**src/core/eprp_consts.svh**
```systemverilog
// Constants for the enable-pulse reference programmer
// Function
// - Level starts full scale, steps down per pulse
// - Counter decrements on each toggle falling edge
// - High for 125 us latches count, resets counter
// - Beyond fifteen edges, counter holds lowest code
// - Long low shuts down; rise restores full scale
// - Latch without shutdown skips soft-start
// - Each channel programmed only by own pin
// - Power good releases when all enabled reach 92%
// - Power good pulls low below 88% level
// - Dips shorter than 2 us are ignored
// - Mode pin high bursts, low skips pulses
// - Clock on mode pin syncs, forces pulse skip
// - Tied frequency pin gives fixed 2.25 MHz
// - Soft-start forces pulse skip until power good
// - Undervoltage lockout keeps latched codes
// - Thermal recovery keeps codes, restarts soft-start
`ifndef EPRP_CONSTS_SVH
`define EPRP_CONSTS_SVH

`define EPRP_CLK_MHZ 100
`define EPRP_TFN_US 125
`define EPRP_TOFF_US 170
`define EPRP_BLANK_NS 2000
`define EPRP_SYNC_WIN_NS 2000
`define EPRP_FIXED_KHZ 2250

`define EPRP_LEVEL_FS 4'hF
`define EPRP_LEVEL_MIN 4'h0

`define EPRP_OFF_CTRL 8'h00
`define EPRP_OFF_STATUS 8'h04
`define EPRP_OFF_ISTAT 8'h08
`define EPRP_OFF_IMASK 8'h0C

`define EPRP_CTRL_RST 8'h32
`define EPRP_IMASK_RST 8'h00
`define EPRP_EV_W 8

`define EPRP_ST_ACT_POS 12
`define EPRP_ST_SS_POS 15
`define EPRP_ST_PG_POS 18
`define EPRP_ST_SYNC_POS 19

`define EPRP_RESP_OK 2'h0
`define EPRP_RESP_SLVERR 2'h2

`endif

```
**src/core/eprp_pkg.sv**
```systemverilog
// Types shared by the reference programmer modules
package eprp_pkg;

   typedef enum logic [2:0] {
      chan_off = 3'b001,
      chan_run = 3'b010,
      chan_seq = 3'b100
   } eprp_chan_st_t;

endpackage

```
**src/core/eprp_chan.sv**
```systemverilog
// One channel: toggle counter, level latch, soft-start, power good
`timescale 1ns/100ps
`include "eprp_consts.svh"

module eprp_chan
   import eprp_pkg::*;
#(
   parameter int TFN_CYC = `EPRP_TFN_US * `EPRP_CLK_MHZ,
   parameter int TOFF_CYC = `EPRP_TOFF_US * `EPRP_CLK_MHZ,
   parameter int BLANK_CYC = (`EPRP_BLANK_NS * `EPRP_CLK_MHZ + 999) / 1000,
   parameter int CNT_W = 16
) (
   input wire logic aclk,
   input wire logic aresetn,
   input wire logic toggle_s,
   input wire logic rise_ok_s,
   input wire logic fall_bad_s,
   input wire logic uvlo_s,
   input wire logic tsd_s,
   output logic [3:0] level_q,
   output logic active_q,
   output logic ss_q,
   output logic good_q,
   output logic latch_q,
   output logic off_q
);

   eprp_chan_st_t st_q, st_d;
   logic [3:0] cnt_q, cnt_d, level_d;
   logic latch_d, off_d, turn_on;
   logic tog_prev_q, tsd_prev_q;
   logic [CNT_W-1:0] hi_q, lo_q, bad_q;

   wire fall = tog_prev_q & ~toggle_s;
   wire tmo = toggle_s && (hi_q == CNT_W'(TFN_CYC - 1));
   wire shut = !toggle_s && (lo_q == CNT_W'(TOFF_CYC - 1));
   wire tsd_exit = tsd_prev_q & ~tsd_s;
   wire run_ok = (st_q != chan_off) && !uvlo_s && !tsd_s;
   wire bad_full = bad_q == CNT_W'(BLANK_CYC - 1);
   wire ss_set = turn_on | (tsd_exit & (st_q != chan_off));

   always_comb begin
      st_d = st_q;
      cnt_d = cnt_q;
      level_d = level_q;
      latch_d = 1'b0;
      off_d = 1'b0;
      turn_on = 1'b0;
      unique case (st_q)
         chan_off: begin
            if (toggle_s) begin
               st_d = chan_run;
               cnt_d = `EPRP_LEVEL_FS;
               level_d = `EPRP_LEVEL_FS;
               turn_on = 1'b1;
            end
         end
         chan_run: begin
            if (fall) begin
               st_d = chan_seq;
               cnt_d = `EPRP_LEVEL_FS - 4'h1;
            end else if (shut) begin
               st_d = chan_off;
               off_d = 1'b1;
            end
         end
         chan_seq: begin
            if (fall) begin
               if (cnt_q != `EPRP_LEVEL_MIN)
                  cnt_d = cnt_q - 4'h1;
            end else if (tmo) begin
               st_d = chan_run;
               level_d = cnt_q;
               cnt_d = `EPRP_LEVEL_FS;
               latch_d = 1'b1;
            end else if (shut) begin
               st_d = chan_off;
               off_d = 1'b1;
            end
         end
         default: st_d = chan_off;
      endcase
   end

   always_ff @(posedge aclk) begin
      if (!aresetn) begin
         st_q <= chan_off;
         cnt_q <= `EPRP_LEVEL_FS;
         level_q <= `EPRP_LEVEL_FS;
         latch_q <= 1'b0;
         off_q <= 1'b0;
      end else begin
         st_q <= st_d;
         cnt_q <= cnt_d;
         level_q <= level_d;
         latch_q <= latch_d;
         off_q <= off_d;
      end
   end

   // Saturating high and low timers
   always_ff @(posedge aclk) begin
      if (!aresetn) begin
         hi_q <= '0;
         lo_q <= '0;
         tog_prev_q <= 1'b0;
         tsd_prev_q <= 1'b0;
      end else begin
         hi_q <= !toggle_s ? '0 : (tmo ? hi_q : hi_q + 1'b1);
         lo_q <= toggle_s ? '0 : (shut ? lo_q : lo_q + 1'b1);
         tog_prev_q <= toggle_s;
         tsd_prev_q <= tsd_s;
      end
   end

   // Only turn-on or thermal exit ramps
   always_ff @(posedge aclk) begin
      if (!aresetn)
         ss_q <= 1'b0;
      else
         ss_q <= ss_set | (ss_q & ~rise_ok_s & ~off_d);
   end

   // Dip must outlast the blanking time
   // Fall below lower threshold drops good
   always_ff @(posedge aclk) begin
      if (!aresetn) begin
         bad_q <= '0;
         good_q <= 1'b0;
         active_q <= 1'b0;
      end else begin
         bad_q <= !(fall_bad_s && run_ok) ? '0 :
                  (bad_full ? bad_q : bad_q + 1'b1);
         good_q <= run_ok & ~(fall_bad_s & bad_full) &
                   (good_q | rise_ok_s);
         active_q <= run_ok;
      end
   end

   a_count_down: assert property (
      @(posedge aclk) disable iff (!aresetn)
      st_q == chan_seq && fall && cnt_q != 4'h0
      |=> cnt_q == $past(cnt_q) - 4'h1)
      else $error("counter did not step down on falling edge");

   a_count_sat: assert property (
      @(posedge aclk) disable iff (!aresetn)
      st_q == chan_seq && fall && cnt_q == 4'h0 |=> cnt_q == 4'h0)
      else $error("counter wrapped past lowest code");

   a_latch_value: assert property (
      @(posedge aclk) disable iff (!aresetn)
      st_q == chan_seq && tmo && !fall
      |=> latch_q && level_q == $past(cnt_q) && cnt_q == 4'hF)
      else $error("timeout did not latch count and reset counter");

   a_restore_fs: assert property (
      @(posedge aclk) disable iff (!aresetn)
      st_q == chan_off && toggle_s |=> level_q == 4'hF && ss_q)
      else $error("turn-on did not restore full scale with ramp");

   a_no_ramp: assert property (
      @(posedge aclk) disable iff (!aresetn)
      latch_q && !$past(tsd_exit) |-> !$rose(ss_q))
      else $error("latched code started a soft-start");

   a_uvlo_keep: assert property (
      @(posedge aclk) disable iff (!aresetn)
      uvlo_s && st_q == chan_run |=> level_q == $past(level_q))
      else $error("undervoltage changed the latched code");

   a_tsd_ramp: assert property (
      @(posedge aclk) disable iff (!aresetn)
      tsd_exit && st_q != chan_off |=> ss_q && level_q == $past(level_q))
      else $error("thermal exit did not restart soft-start");

   a_blank_dip: assert property (
      @(posedge aclk) disable iff (!aresetn)
      $fell(good_q) && $past(run_ok) |-> $past(bad_full))
      else $error("short dip changed power good");

endmodule

```
**src/core/eprp_top.sv**
```systemverilog
// Triple-channel reference programmer with AXI4-Lite registers
`timescale 1ns/100ps
`include "eprp_consts.svh"

module eprp_top
   import eprp_pkg::*;
#(
   parameter int TFN_CYC = `EPRP_TFN_US * `EPRP_CLK_MHZ,
   parameter int TOFF_CYC = `EPRP_TOFF_US * `EPRP_CLK_MHZ,
   parameter int BLANK_CYC = (`EPRP_BLANK_NS * `EPRP_CLK_MHZ + 999) / 1000,
   parameter int SYNC_WIN_CYC = `EPRP_SYNC_WIN_NS * `EPRP_CLK_MHZ / 1000,
   parameter int FIXED_DIV = `EPRP_CLK_MHZ * 1000 / `EPRP_FIXED_KHZ,
   parameter int NCH = 3,
   parameter int CNT_W = 16
) (
   input wire logic aclk,
   input wire logic aresetn,
   input wire logic [7:0] s_axi_awaddr,
   input wire logic s_axi_awvalid,
   output logic s_axi_awready,
   input wire logic [31:0] s_axi_wdata,
   input wire logic [3:0] s_axi_wstrb,
   input wire logic s_axi_wvalid,
   output logic s_axi_wready,
   output logic [1:0] s_axi_bresp,
   output logic s_axi_bvalid,
   input wire logic s_axi_bready,
   input wire logic [7:0] s_axi_araddr,
   input wire logic s_axi_arvalid,
   output logic s_axi_arready,
   output logic [31:0] s_axi_rdata,
   output logic [1:0] s_axi_rresp,
   output logic s_axi_rvalid,
   input wire logic s_axi_rready,
   input wire logic [NCH-1:0] channel_toggle_pin,
   input wire logic mode_pin,
   input wire logic rt_tied_supply,
   input wire logic uvlo_in,
   input wire logic tsd_in,
   input wire logic [NCH-1:0] vout_rise_ok,
   input wire logic [NCH-1:0] vout_fall_bad,
   output logic [4*NCH-1:0] ref_level,
   output logic [NCH-1:0] chan_active,
   output logic [NCH-1:0] soft_start,
   output logic [NCH-1:0] burst_en,
   output logic sync_active,
   output logic sw_tick,
   output logic power_good_flag_o,
   output logic power_good_flag_oe,
   output logic irq
);

   localparam int SW = 3 * NCH + 4;
   localparam int EVW = `EPRP_EV_W;

   // Pin synchronisers
   logic [SW-1:0] sync1_q, sync2_q;
   wire [SW-1:0] pins_raw = {tsd_in, uvlo_in, rt_tied_supply, mode_pin,
                             vout_fall_bad, vout_rise_ok,
                             channel_toggle_pin};
   wire [NCH-1:0] tog_s = sync2_q[NCH-1:0];
   wire [NCH-1:0] rise_s = sync2_q[2*NCH-1:NCH];
   wire [NCH-1:0] fbad_s = sync2_q[3*NCH-1:2*NCH];
   wire mode_s = sync2_q[3*NCH];
   wire rt_s = sync2_q[3*NCH+1];
   wire uvlo_s = sync2_q[3*NCH+2];
   wire tsd_s = sync2_q[3*NCH+3];

   always_ff @(posedge aclk) begin
      if (!aresetn) begin
         sync1_q <= '0;
         sync2_q <= '0;
      end else begin
         sync1_q <= pins_raw;
         sync2_q <= sync1_q;
      end
   end

   // Per-channel programmers
   logic [NCH-1:0] good, latch_ev, off_ev;

   genvar gi;
   generate
      for (gi = 0; gi < NCH; gi = gi + 1) begin : g_chan
         eprp_chan #(
            .TFN_CYC(TFN_CYC),
            .TOFF_CYC(TOFF_CYC),
            .BLANK_CYC(BLANK_CYC),
            .CNT_W(CNT_W)
         ) u_chan (
            .aclk(aclk),
            .aresetn(aresetn),
            .toggle_s(tog_s[gi]),
            .rise_ok_s(rise_s[gi]),
            .fall_bad_s(fbad_s[gi]),
            .uvlo_s(uvlo_s),
            .tsd_s(tsd_s),
            .level_q(ref_level[4*gi+3:4*gi]),
            .active_q(chan_active[gi]),
            .ss_q(soft_start[gi]),
            .good_q(good[gi]),
            .latch_q(latch_ev[gi]),
            .off_q(off_ev[gi])
         );
      end
   endgenerate

   // Power good aggregation
   wire all_good = (|chan_active) && (&(good | ~chan_active));
   logic pg_low_q;

   // Release only when every enabled is good
   // Any enabled channel low pulls flag
   always_ff @(posedge aclk) begin
      if (!aresetn) begin
         pg_low_q <= 1'b1;
         power_good_flag_oe <= 1'b1;
         power_good_flag_o <= 1'b0;
      end else begin
         pg_low_q <= ~all_good;
         power_good_flag_oe <= ~all_good;
         power_good_flag_o <= 1'b0;
      end
   end

   // Mode pin: sync detection and switching clock
   logic mode_prev_q;
   logic [CNT_W-1:0] gap_q, div_q;
   logic [7:0] ctrl_div_q;

   wire mode_edge = mode_prev_q ^ mode_s;
   wire mode_rise = ~mode_prev_q & mode_s;
   wire gap_full = gap_q == CNT_W'(SYNC_WIN_CYC);
   wire sync_start = mode_edge & ~gap_full & ~sync_active;
   // Zero divider from software would stall the clock; floor at 1
   wire [CNT_W-1:0] rt_lim = (ctrl_div_q == 8'h00) ? CNT_W'(1) :
                             CNT_W'(ctrl_div_q);
   wire [CNT_W-1:0] div_lim = rt_s ? CNT_W'(FIXED_DIV) : rt_lim;
   wire div_wrap = div_q >= div_lim - CNT_W'(1);
   wire tick_d = sync_active ? mode_rise : div_wrap;

   // Two edges within window mean sync
   always_ff @(posedge aclk) begin
      if (!aresetn) begin
         mode_prev_q <= 1'b0;
         gap_q <= CNT_W'(SYNC_WIN_CYC);
         sync_active <= 1'b0;
      end else begin
         mode_prev_q <= mode_s;
         gap_q <= mode_edge ? '0 : (gap_full ? gap_q : gap_q + 1'b1);
         sync_active <= (sync_active & ~gap_full) | sync_start;
      end
   end

   // Internal oscillator, realigned by sync clock edges
   always_ff @(posedge aclk) begin
      if (!aresetn) begin
         div_q <= '0;
         sw_tick <= 1'b0;
      end else begin
         div_q <= (tick_d || (sync_active && mode_rise)) ? '0 :
                  div_q + 1'b1;
         sw_tick <= tick_d;
      end
   end

   // Mode level picks burst or skip
   always_ff @(posedge aclk) begin
      if (!aresetn)
         burst_en <= '0;
      else
         burst_en <= {NCH{mode_s & ~sync_active}} & ~soft_start &
                     chan_active;
   end

   // AXI4-Lite write path
   logic aw_full_q, w_full_q;
   logic [7:0] aw_addr_q;
   logic [31:0] w_data_q;
   logic [3:0] w_strb_q;
   logic [EVW-1:0] ist_q, imask_q;

   wire aw_hs = s_axi_awvalid & s_axi_awready;
   wire w_hs = s_axi_wvalid & s_axi_wready;
   wire b_done = s_axi_bvalid & s_axi_bready;
   wire wr_go = aw_full_q & w_full_q & ~s_axi_bvalid;
   wire aw_full_d = (aw_full_q | aw_hs) & ~b_done;
   wire w_full_d = (w_full_q | w_hs) & ~b_done;
   wire wa_ctrl = aw_addr_q == `EPRP_OFF_CTRL;
   wire wa_stat = aw_addr_q == `EPRP_OFF_STATUS;
   wire wa_ist = aw_addr_q == `EPRP_OFF_ISTAT;
   wire wa_imask = aw_addr_q == `EPRP_OFF_IMASK;
   wire wa_hit = wa_ctrl | wa_stat | wa_ist | wa_imask;
   wire wr_lane0 = wr_go & w_strb_q[0];
   wire [EVW-1:0] w1c = (wr_lane0 & wa_ist) ? w_data_q[EVW-1:0] : '0;

   always_ff @(posedge aclk) begin
      if (!aresetn) begin
         aw_full_q <= 1'b0;
         w_full_q <= 1'b0;
         s_axi_awready <= 1'b0;
         s_axi_wready <= 1'b0;
      end else begin
         aw_full_q <= aw_full_d;
         w_full_q <= w_full_d;
         s_axi_awready <= ~aw_full_d;
         s_axi_wready <= ~w_full_d;
      end
   end

   always_ff @(posedge aclk) begin
      if (!aresetn) begin
         aw_addr_q <= 8'h00;
         w_data_q <= 32'h0000_0000;
         w_strb_q <= 4'h0;
      end else begin
         if (aw_hs)
            aw_addr_q <= s_axi_awaddr;
         if (w_hs) begin
            w_data_q <= s_axi_wdata;
            w_strb_q <= s_axi_wstrb;
         end
      end
   end

   // Status is read-only; writes to it answer OKAY and are dropped
   always_ff @(posedge aclk) begin
      if (!aresetn) begin
         s_axi_bvalid <= 1'b0;
         s_axi_bresp <= `EPRP_RESP_OK;
      end else begin
         s_axi_bvalid <= wr_go | (s_axi_bvalid & ~s_axi_bready);
         if (wr_go)
            s_axi_bresp <= wa_hit ? `EPRP_RESP_OK : `EPRP_RESP_SLVERR;
      end
   end

   always_ff @(posedge aclk) begin
      if (!aresetn) begin
         ctrl_div_q <= `EPRP_CTRL_RST;
         imask_q <= `EPRP_IMASK_RST;
      end else begin
         if (wr_lane0 & wa_ctrl)
            ctrl_div_q <= w_data_q[7:0];
         if (wr_lane0 & wa_imask)
            imask_q <= w_data_q[EVW-1:0];
      end
   end

   // Interrupt status: set wins over a same-cycle clear
   wire pg_fall = ~pg_low_q & ~all_good;
   wire [EVW-1:0] events = {sync_start, pg_fall, off_ev, latch_ev};

   always_ff @(posedge aclk) begin
      if (!aresetn) begin
         ist_q <= '0;
         irq <= 1'b0;
      end else begin
         ist_q <= (ist_q & ~w1c) | events;
         irq <= |(ist_q & imask_q);
      end
   end

   // AXI4-Lite read path
   wire [31:0] status_word = {12'h000, sync_active, ~pg_low_q,
                              soft_start, chan_active, ref_level};
   wire ra_ctrl = s_axi_araddr == `EPRP_OFF_CTRL;
   wire ra_stat = s_axi_araddr == `EPRP_OFF_STATUS;
   wire ra_ist = s_axi_araddr == `EPRP_OFF_ISTAT;
   wire ra_imask = s_axi_araddr == `EPRP_OFF_IMASK;
   wire ra_hit = ra_ctrl | ra_stat | ra_ist | ra_imask;
   wire [31:0] rd_mux = ra_ctrl ? {24'h000000, ctrl_div_q} :
                        ra_stat ? status_word :
                        ra_ist ? {24'h000000, ist_q} :
                        ra_imask ? {24'h000000, imask_q} :
                        32'h0000_0000;
   wire ar_hs = s_axi_arvalid & s_axi_arready;
   wire rvalid_d = ar_hs | (s_axi_rvalid & ~s_axi_rready);

   always_ff @(posedge aclk) begin
      if (!aresetn) begin
         s_axi_arready <= 1'b0;
         s_axi_rvalid <= 1'b0;
         s_axi_rdata <= 32'h0000_0000;
         s_axi_rresp <= `EPRP_RESP_OK;
      end else begin
         s_axi_arready <= ~rvalid_d;
         s_axi_rvalid <= rvalid_d;
         if (ar_hs) begin
            s_axi_rdata <= rd_mux;
            s_axi_rresp <= ra_hit ? `EPRP_RESP_OK : `EPRP_RESP_SLVERR;
         end
      end
   end

   a_pin_sync: assert property (
      @(posedge aclk) disable iff (!aresetn)
      $past(aresetn, 2) |-> tog_s == $past(channel_toggle_pin, 2))
      else $error("toggle pins not passed through two flops");

   a_pg_release: assert property (
      @(posedge aclk) disable iff (!aresetn)
      !power_good_flag_oe |-> $past(|chan_active) &&
      $past(&(good | ~chan_active)))
      else $error("power good released with a channel not good");

   a_pg_pull: assert property (
      @(posedge aclk) disable iff (!aresetn)
      (|(chan_active & ~good)) |=> power_good_flag_oe)
      else $error("power good not pulled low for a failing channel");

   a_burst_sel: assert property (
      @(posedge aclk) disable iff (!aresetn)
      burst_en[0] |-> $past(mode_s) && $past(chan_active[0]))
      else $error("burst chosen without mode pin high");

   a_sync_skip: assert property (
      @(posedge aclk) disable iff (!aresetn)
      sync_active |=> burst_en == '0)
      else $error("burst active during synchronisation");

   a_ss_skip: assert property (
      @(posedge aclk) disable iff (!aresetn)
      soft_start[1] |=> !burst_en[1])
      else $error("burst active during soft-start");

   a_fixed_gap: assert property (
      @(posedge aclk) disable iff (!aresetn)
      sw_tick && rt_s && !sync_active && $stable(rt_s)
      |=> !sw_tick [*8])
      else $error("fixed rate clock ticks too close");

   a_pg_idle: assert property (
      @(posedge aclk) disable iff (!aresetn)
      chan_active == '0 |=> power_good_flag_oe)
      else $error("power good released with no channel on");

   a_latch_flag: assert property (
      @(posedge aclk) disable iff (!aresetn)
      latch_ev[0] |=> ist_q[0])
      else $error("latch event not kept in status");

endmodule
```
**config.mk**
```make
export PLATFORM = sky130hd
export DESIGN_NAME = eprp_top
export DESIGN_NICKNAME = d
export VERILOG_FILES = /design/src/core/eprp_pkg.sv /design/src/core/eprp_chan.sv /design/src/core/eprp_top.sv
export VERILOG_INCLUDE_DIRS = /design/src /design/src/core
export SDC_FILE = /design/constraint.sdc
export NUM_CORES = 1
export LEC_CHECK = 0
export ABC_AREA = 1
export BUFFER_PORTS_ARGS = -buffer_cell sky130_fd_sc_hd__buf_4
export CAP_MARGIN = 30
export CORE_ASPECT_RATIO = 1.75
export CORE_UTILIZATION = 50
export DETAILED_ROUTE_END_ITERATION = 12
export PLACE_DENSITY = 0.73
export SLEW_MARGIN = 5
export SYNTH_ARGS = -nofsm -noshare
export SYNTH_HDL_FRONTEND = slang
export SYNTH_HIERARCHICAL = 1
export SYNTH_SLANG_ARGS = --single-unit
```
**constraint.sdc**
```tcl
create_clock -name aclk -period 3.52 [get_ports aclk]
set_clock_uncertainty 0.15 [all_clocks]
set_input_delay 0 -clock aclk [delete_from_list [all_inputs] [get_ports aclk]]
set_output_delay 0 -clock aclk [all_outputs]
set_load 0.05 [all_outputs]
```
==> results.json <==
{
  "status": "finished clean",
  "hold_violations": 0,
  "synth_cell_types": 46,
  "htreeDepth": 2,
  "die_w_um": 136,
  "drive_gt1_share_pct": 10.3,
  "post_cts_buffers": 0,
  "grtUsageTotal_pct": 23.8,
  "cts_made_buffers": 34,
  "tns_ns": 0,
  "use_met3_pct": 3.42,
  "coreArea_mm2": 0.0307,
  "cpMaxStageDelayCell": "or3_4",
  "drtIter0Drc": 774,
  "crit_type": "reg -> reg",
  "crit_path_max_incr_delay_ns": 0.41,
  "ys_seq_area_share_pct": 42.7,
  "initial_utilization_pct": 50.9,
  "yosys.cell_count.top_type": "nand2_1",
  "p_leak_nw": 7.84,
  "slew_headroom_pct": 50.2,
  "yosys-top-cells-count": "nand2_1 (416), dfxtp_1 (334), inv_1 (319)",
  "worst_slew_pin_slew_ns": 0.745,
  "netlist_area_mm2": 0.0157,
  "setup_violations": 0,
  "design_power_total_mw": 10.1,
  "yosysWarnings": 6,
  "grt_overflow": 0,
  "crit_chain": "inv_1 -> nand3_1 -> o21ai_0 -> nand2_1 -> ha_1 -> nand2_1 -> nor2_1 -> nand3_1 -> or3_4 -> ha_1 -> a21oi_1 -> o21ai_0 -> a21oi_1 -> nand2_1 -> nand2_1 -> nand2_4 -> nor2_1",
  "end_kind": "register",
  "fmax_mhz": 319,
  "cp.depth": 17,
  "crit_family": "simple AND/OR/NAND/NOR gates",
  "hold_depth": 4,
  "ir_worst_vdd_mv": 0.561,
  "ant_nets": 0,
  "synth_cells": 2181,
  "syn2layout_area_growth_pct": 18.5,
  "maxSlewViolCount": 0,
  "gr-usage-met1_pct": 25.1,
  "min_period_ns": 3.13,
  "root_buffer": "clkbuf_16",
  "grt_busiest_layer": "met2",
  "fillerInstances": 2740,
  "cts_sinks": 334,
  "rr_worst_depth": 17,
  "cp.arrival_ns": 3.44,
  "final_nets": 2456,
  "multi_input_area_mm2": 0.00749,
  "critical_path.startpoint_type": "register",
  "synthTopCellsByArea": "dfxtp_1 (43%), nand2_1 (10%), inv_1 (7.7%), a21oi_1 (6.1%), nand3_1 (6.0%)",
  "ys_seq_elements": 334,
  "yosysTopAreaCellShare_pct": 42.7,
  "dp_hpwl_um": 27500,
  "gp_congestion": 0.895,
  "ios": 139,
  "path_clk_slew_ns": 0.06,
  "rows": 85,
  "grt_max_degree": 56,
  "routed_wl_um": 38100,
  "power_density_mw_per_mm2": 542,
  "cp_max_fo": 16,
  "synthFlopType": "dfxtp_1",
  "post_drt_wl_per_cell_um": 13.8,
  "rsz0062_at_grt": "no",
  "synthArstFlopShare_pct": 0,
  "final-seq-area_mm2": 0.00669,
  "clk_path_buf_depth": 3,
  "crit_top_cell": "nand2_1",
  "grt_pass1_wl_um": 62000,
  "post_synth.cell_area_avg_um2": 7.18,
  "die_area_mm2": 0.0320,
  "hp-class": "in -> reg",
  "synth-edff-count": 0,
  "drc": 0,
  "viasPerCell": 5.20,
  "gr-usage-met2_pct": 44.4,
  "cap_violations": 0,
  "synth_top_area_cell": "dfxtp_1",
  "cts_tree": "done",
  "first_global_vias": 13766,
  "via_count": 14397,
  "die_h_um": 236,
  "dr.pass1.iters": 5,
  "clk_latency_ns": 0.53,
  "critPathBufInv": 1,
  "cp.required_ns": 3.83,
  "finalCritPeriodShare_pct": 89.0,
  "antenna_found_initial": 0,
  "portBuffers": 96
}
[worst reg2reg max path, cell delays in order (launching register included)]
cell and delay (ns):
dfxtp_1 0.40, inv_1 0.10, nand3_1 0.08, o21ai_0 0.10, nand2_1 0.10, ha_1 0.19
nand2_1 0.07, nor2_1 0.17, nand3_1 0.14, or3_4 0.41, ha_1 0.31, a21oi_1 0.15
o21ai_0 0.10, a21oi_1 0.13, nand2_1 0.07, nand2_1 0.12, nand2_4 0.14, nor2_1 0.14
[report_power, final]
group          total [mW]  internal (mW)  switching, mW  leakage, nW
Combinational        1.90          0.626           1.27         4.54
Sequential           4.29           4.04          0.248         2.71
Clock                3.87           2.35           1.52        0.592
Total                10.1           7.01           3.04         7.84
[what timing repair did]
item,CTS,global route
gates resized for setup,0,2
endpoints found under the hold margin,84,0
hold buffers,67,0
setup endpoints to repair,0,16
[worst paths after layout]
path	start	to	slack [ns]
worst min register to register	sync1_q[0]	sync2_q[0]	0.26
worst min-delay path	vout_rise_ok[1]	sync1_q[4]	0.06
worst max register to register	ctrl_div_q[6]	div_q[2]	0.39
worst max-delay path	ctrl_div_q[6]	div_q[2]	0.39
[routing by layer]
layer	routed length, um	up-vias
li1	-	7358
met1	14900	6626
met2	20000	312
met3	1450	101
met4	1700	0
met5	0	-
[stage by stage]
stage	instances	hold slack [ns]	worst slack (ns)	utilization [%]	area (um2)
finish	2766	0.0592	0.387	60.4	18500
global route	2765	0.0639	0.0236	60.3	18500
CTS	2764	0.0211	0.211	60.2	18500
detailed placement	2635	0.0354	0.233	54.1	16600
global placement	2635	0.0328	0.381	54.1	16600
floorplan	2195	-0.0524	0.644	-	15700
[kinds of logic after synthesis]
kind of cell	share of synthesized area, %
buf+inv	9.83
xor+xnor	2.46
compound gates	12.5
fa+ha+maj	2.88
other cells	0.0240
flops	42.7
simple gates	29.6
[cell usage in the layout (no fill, tap or decap), drive strengths merged]
cell,count
nand2,440
dfxtp,334
inv,326
nor2,266
nand3,196
a21oi,191
o21ai,145
buf,101
dlygate4sd3,67
clkbuf,51
nor3,49
ha,36
nand4,31
xor2,28
or2,17
xnor2,16
conb,15
nand3b,10
nor4,8
o211ai,6
o211a,6
o21bai,4
o31ai,4
clkinvlp,4
or3,4
bufinv,3
clkinv,3
o21a,3
a311oi,3
a221oi,2
diode,1
o2111ai,1
o22ai,1
a31oi,1
a211oi,1
a41oi,1
[sequential cells by signal (all words and copies together) (netlist names), 13 cells and up]
signal               count
g_chan.u_chan/lo_q      48
sync1_q                 13
div_q                   16
g_chan.u_chan/hi_q      48
gap_q                   16
s_axi_rdata             20
sync2_q                 13
g_chan.u_chan/bad_q     48
[layout make-up]
| cell class | count | share of cell area [%] |
|---|---|---|
| Antenna cell | 1 | 0.0135 |
| Clock buffer | 51 | 5.81 |
| Clock inverter | 11 | 0.776 |
| Inverter | 325 | 6.58 |
| Multi-Input combinational cell | 1485 | 40.4 |
| Sequential cell | 334 | 36.0 |
| Tap cell | 391 | 2.64 |
| Timing Repair Buffer | 168 | 7.77 |
Note: power is estimated with default switching activity, not from simulation.
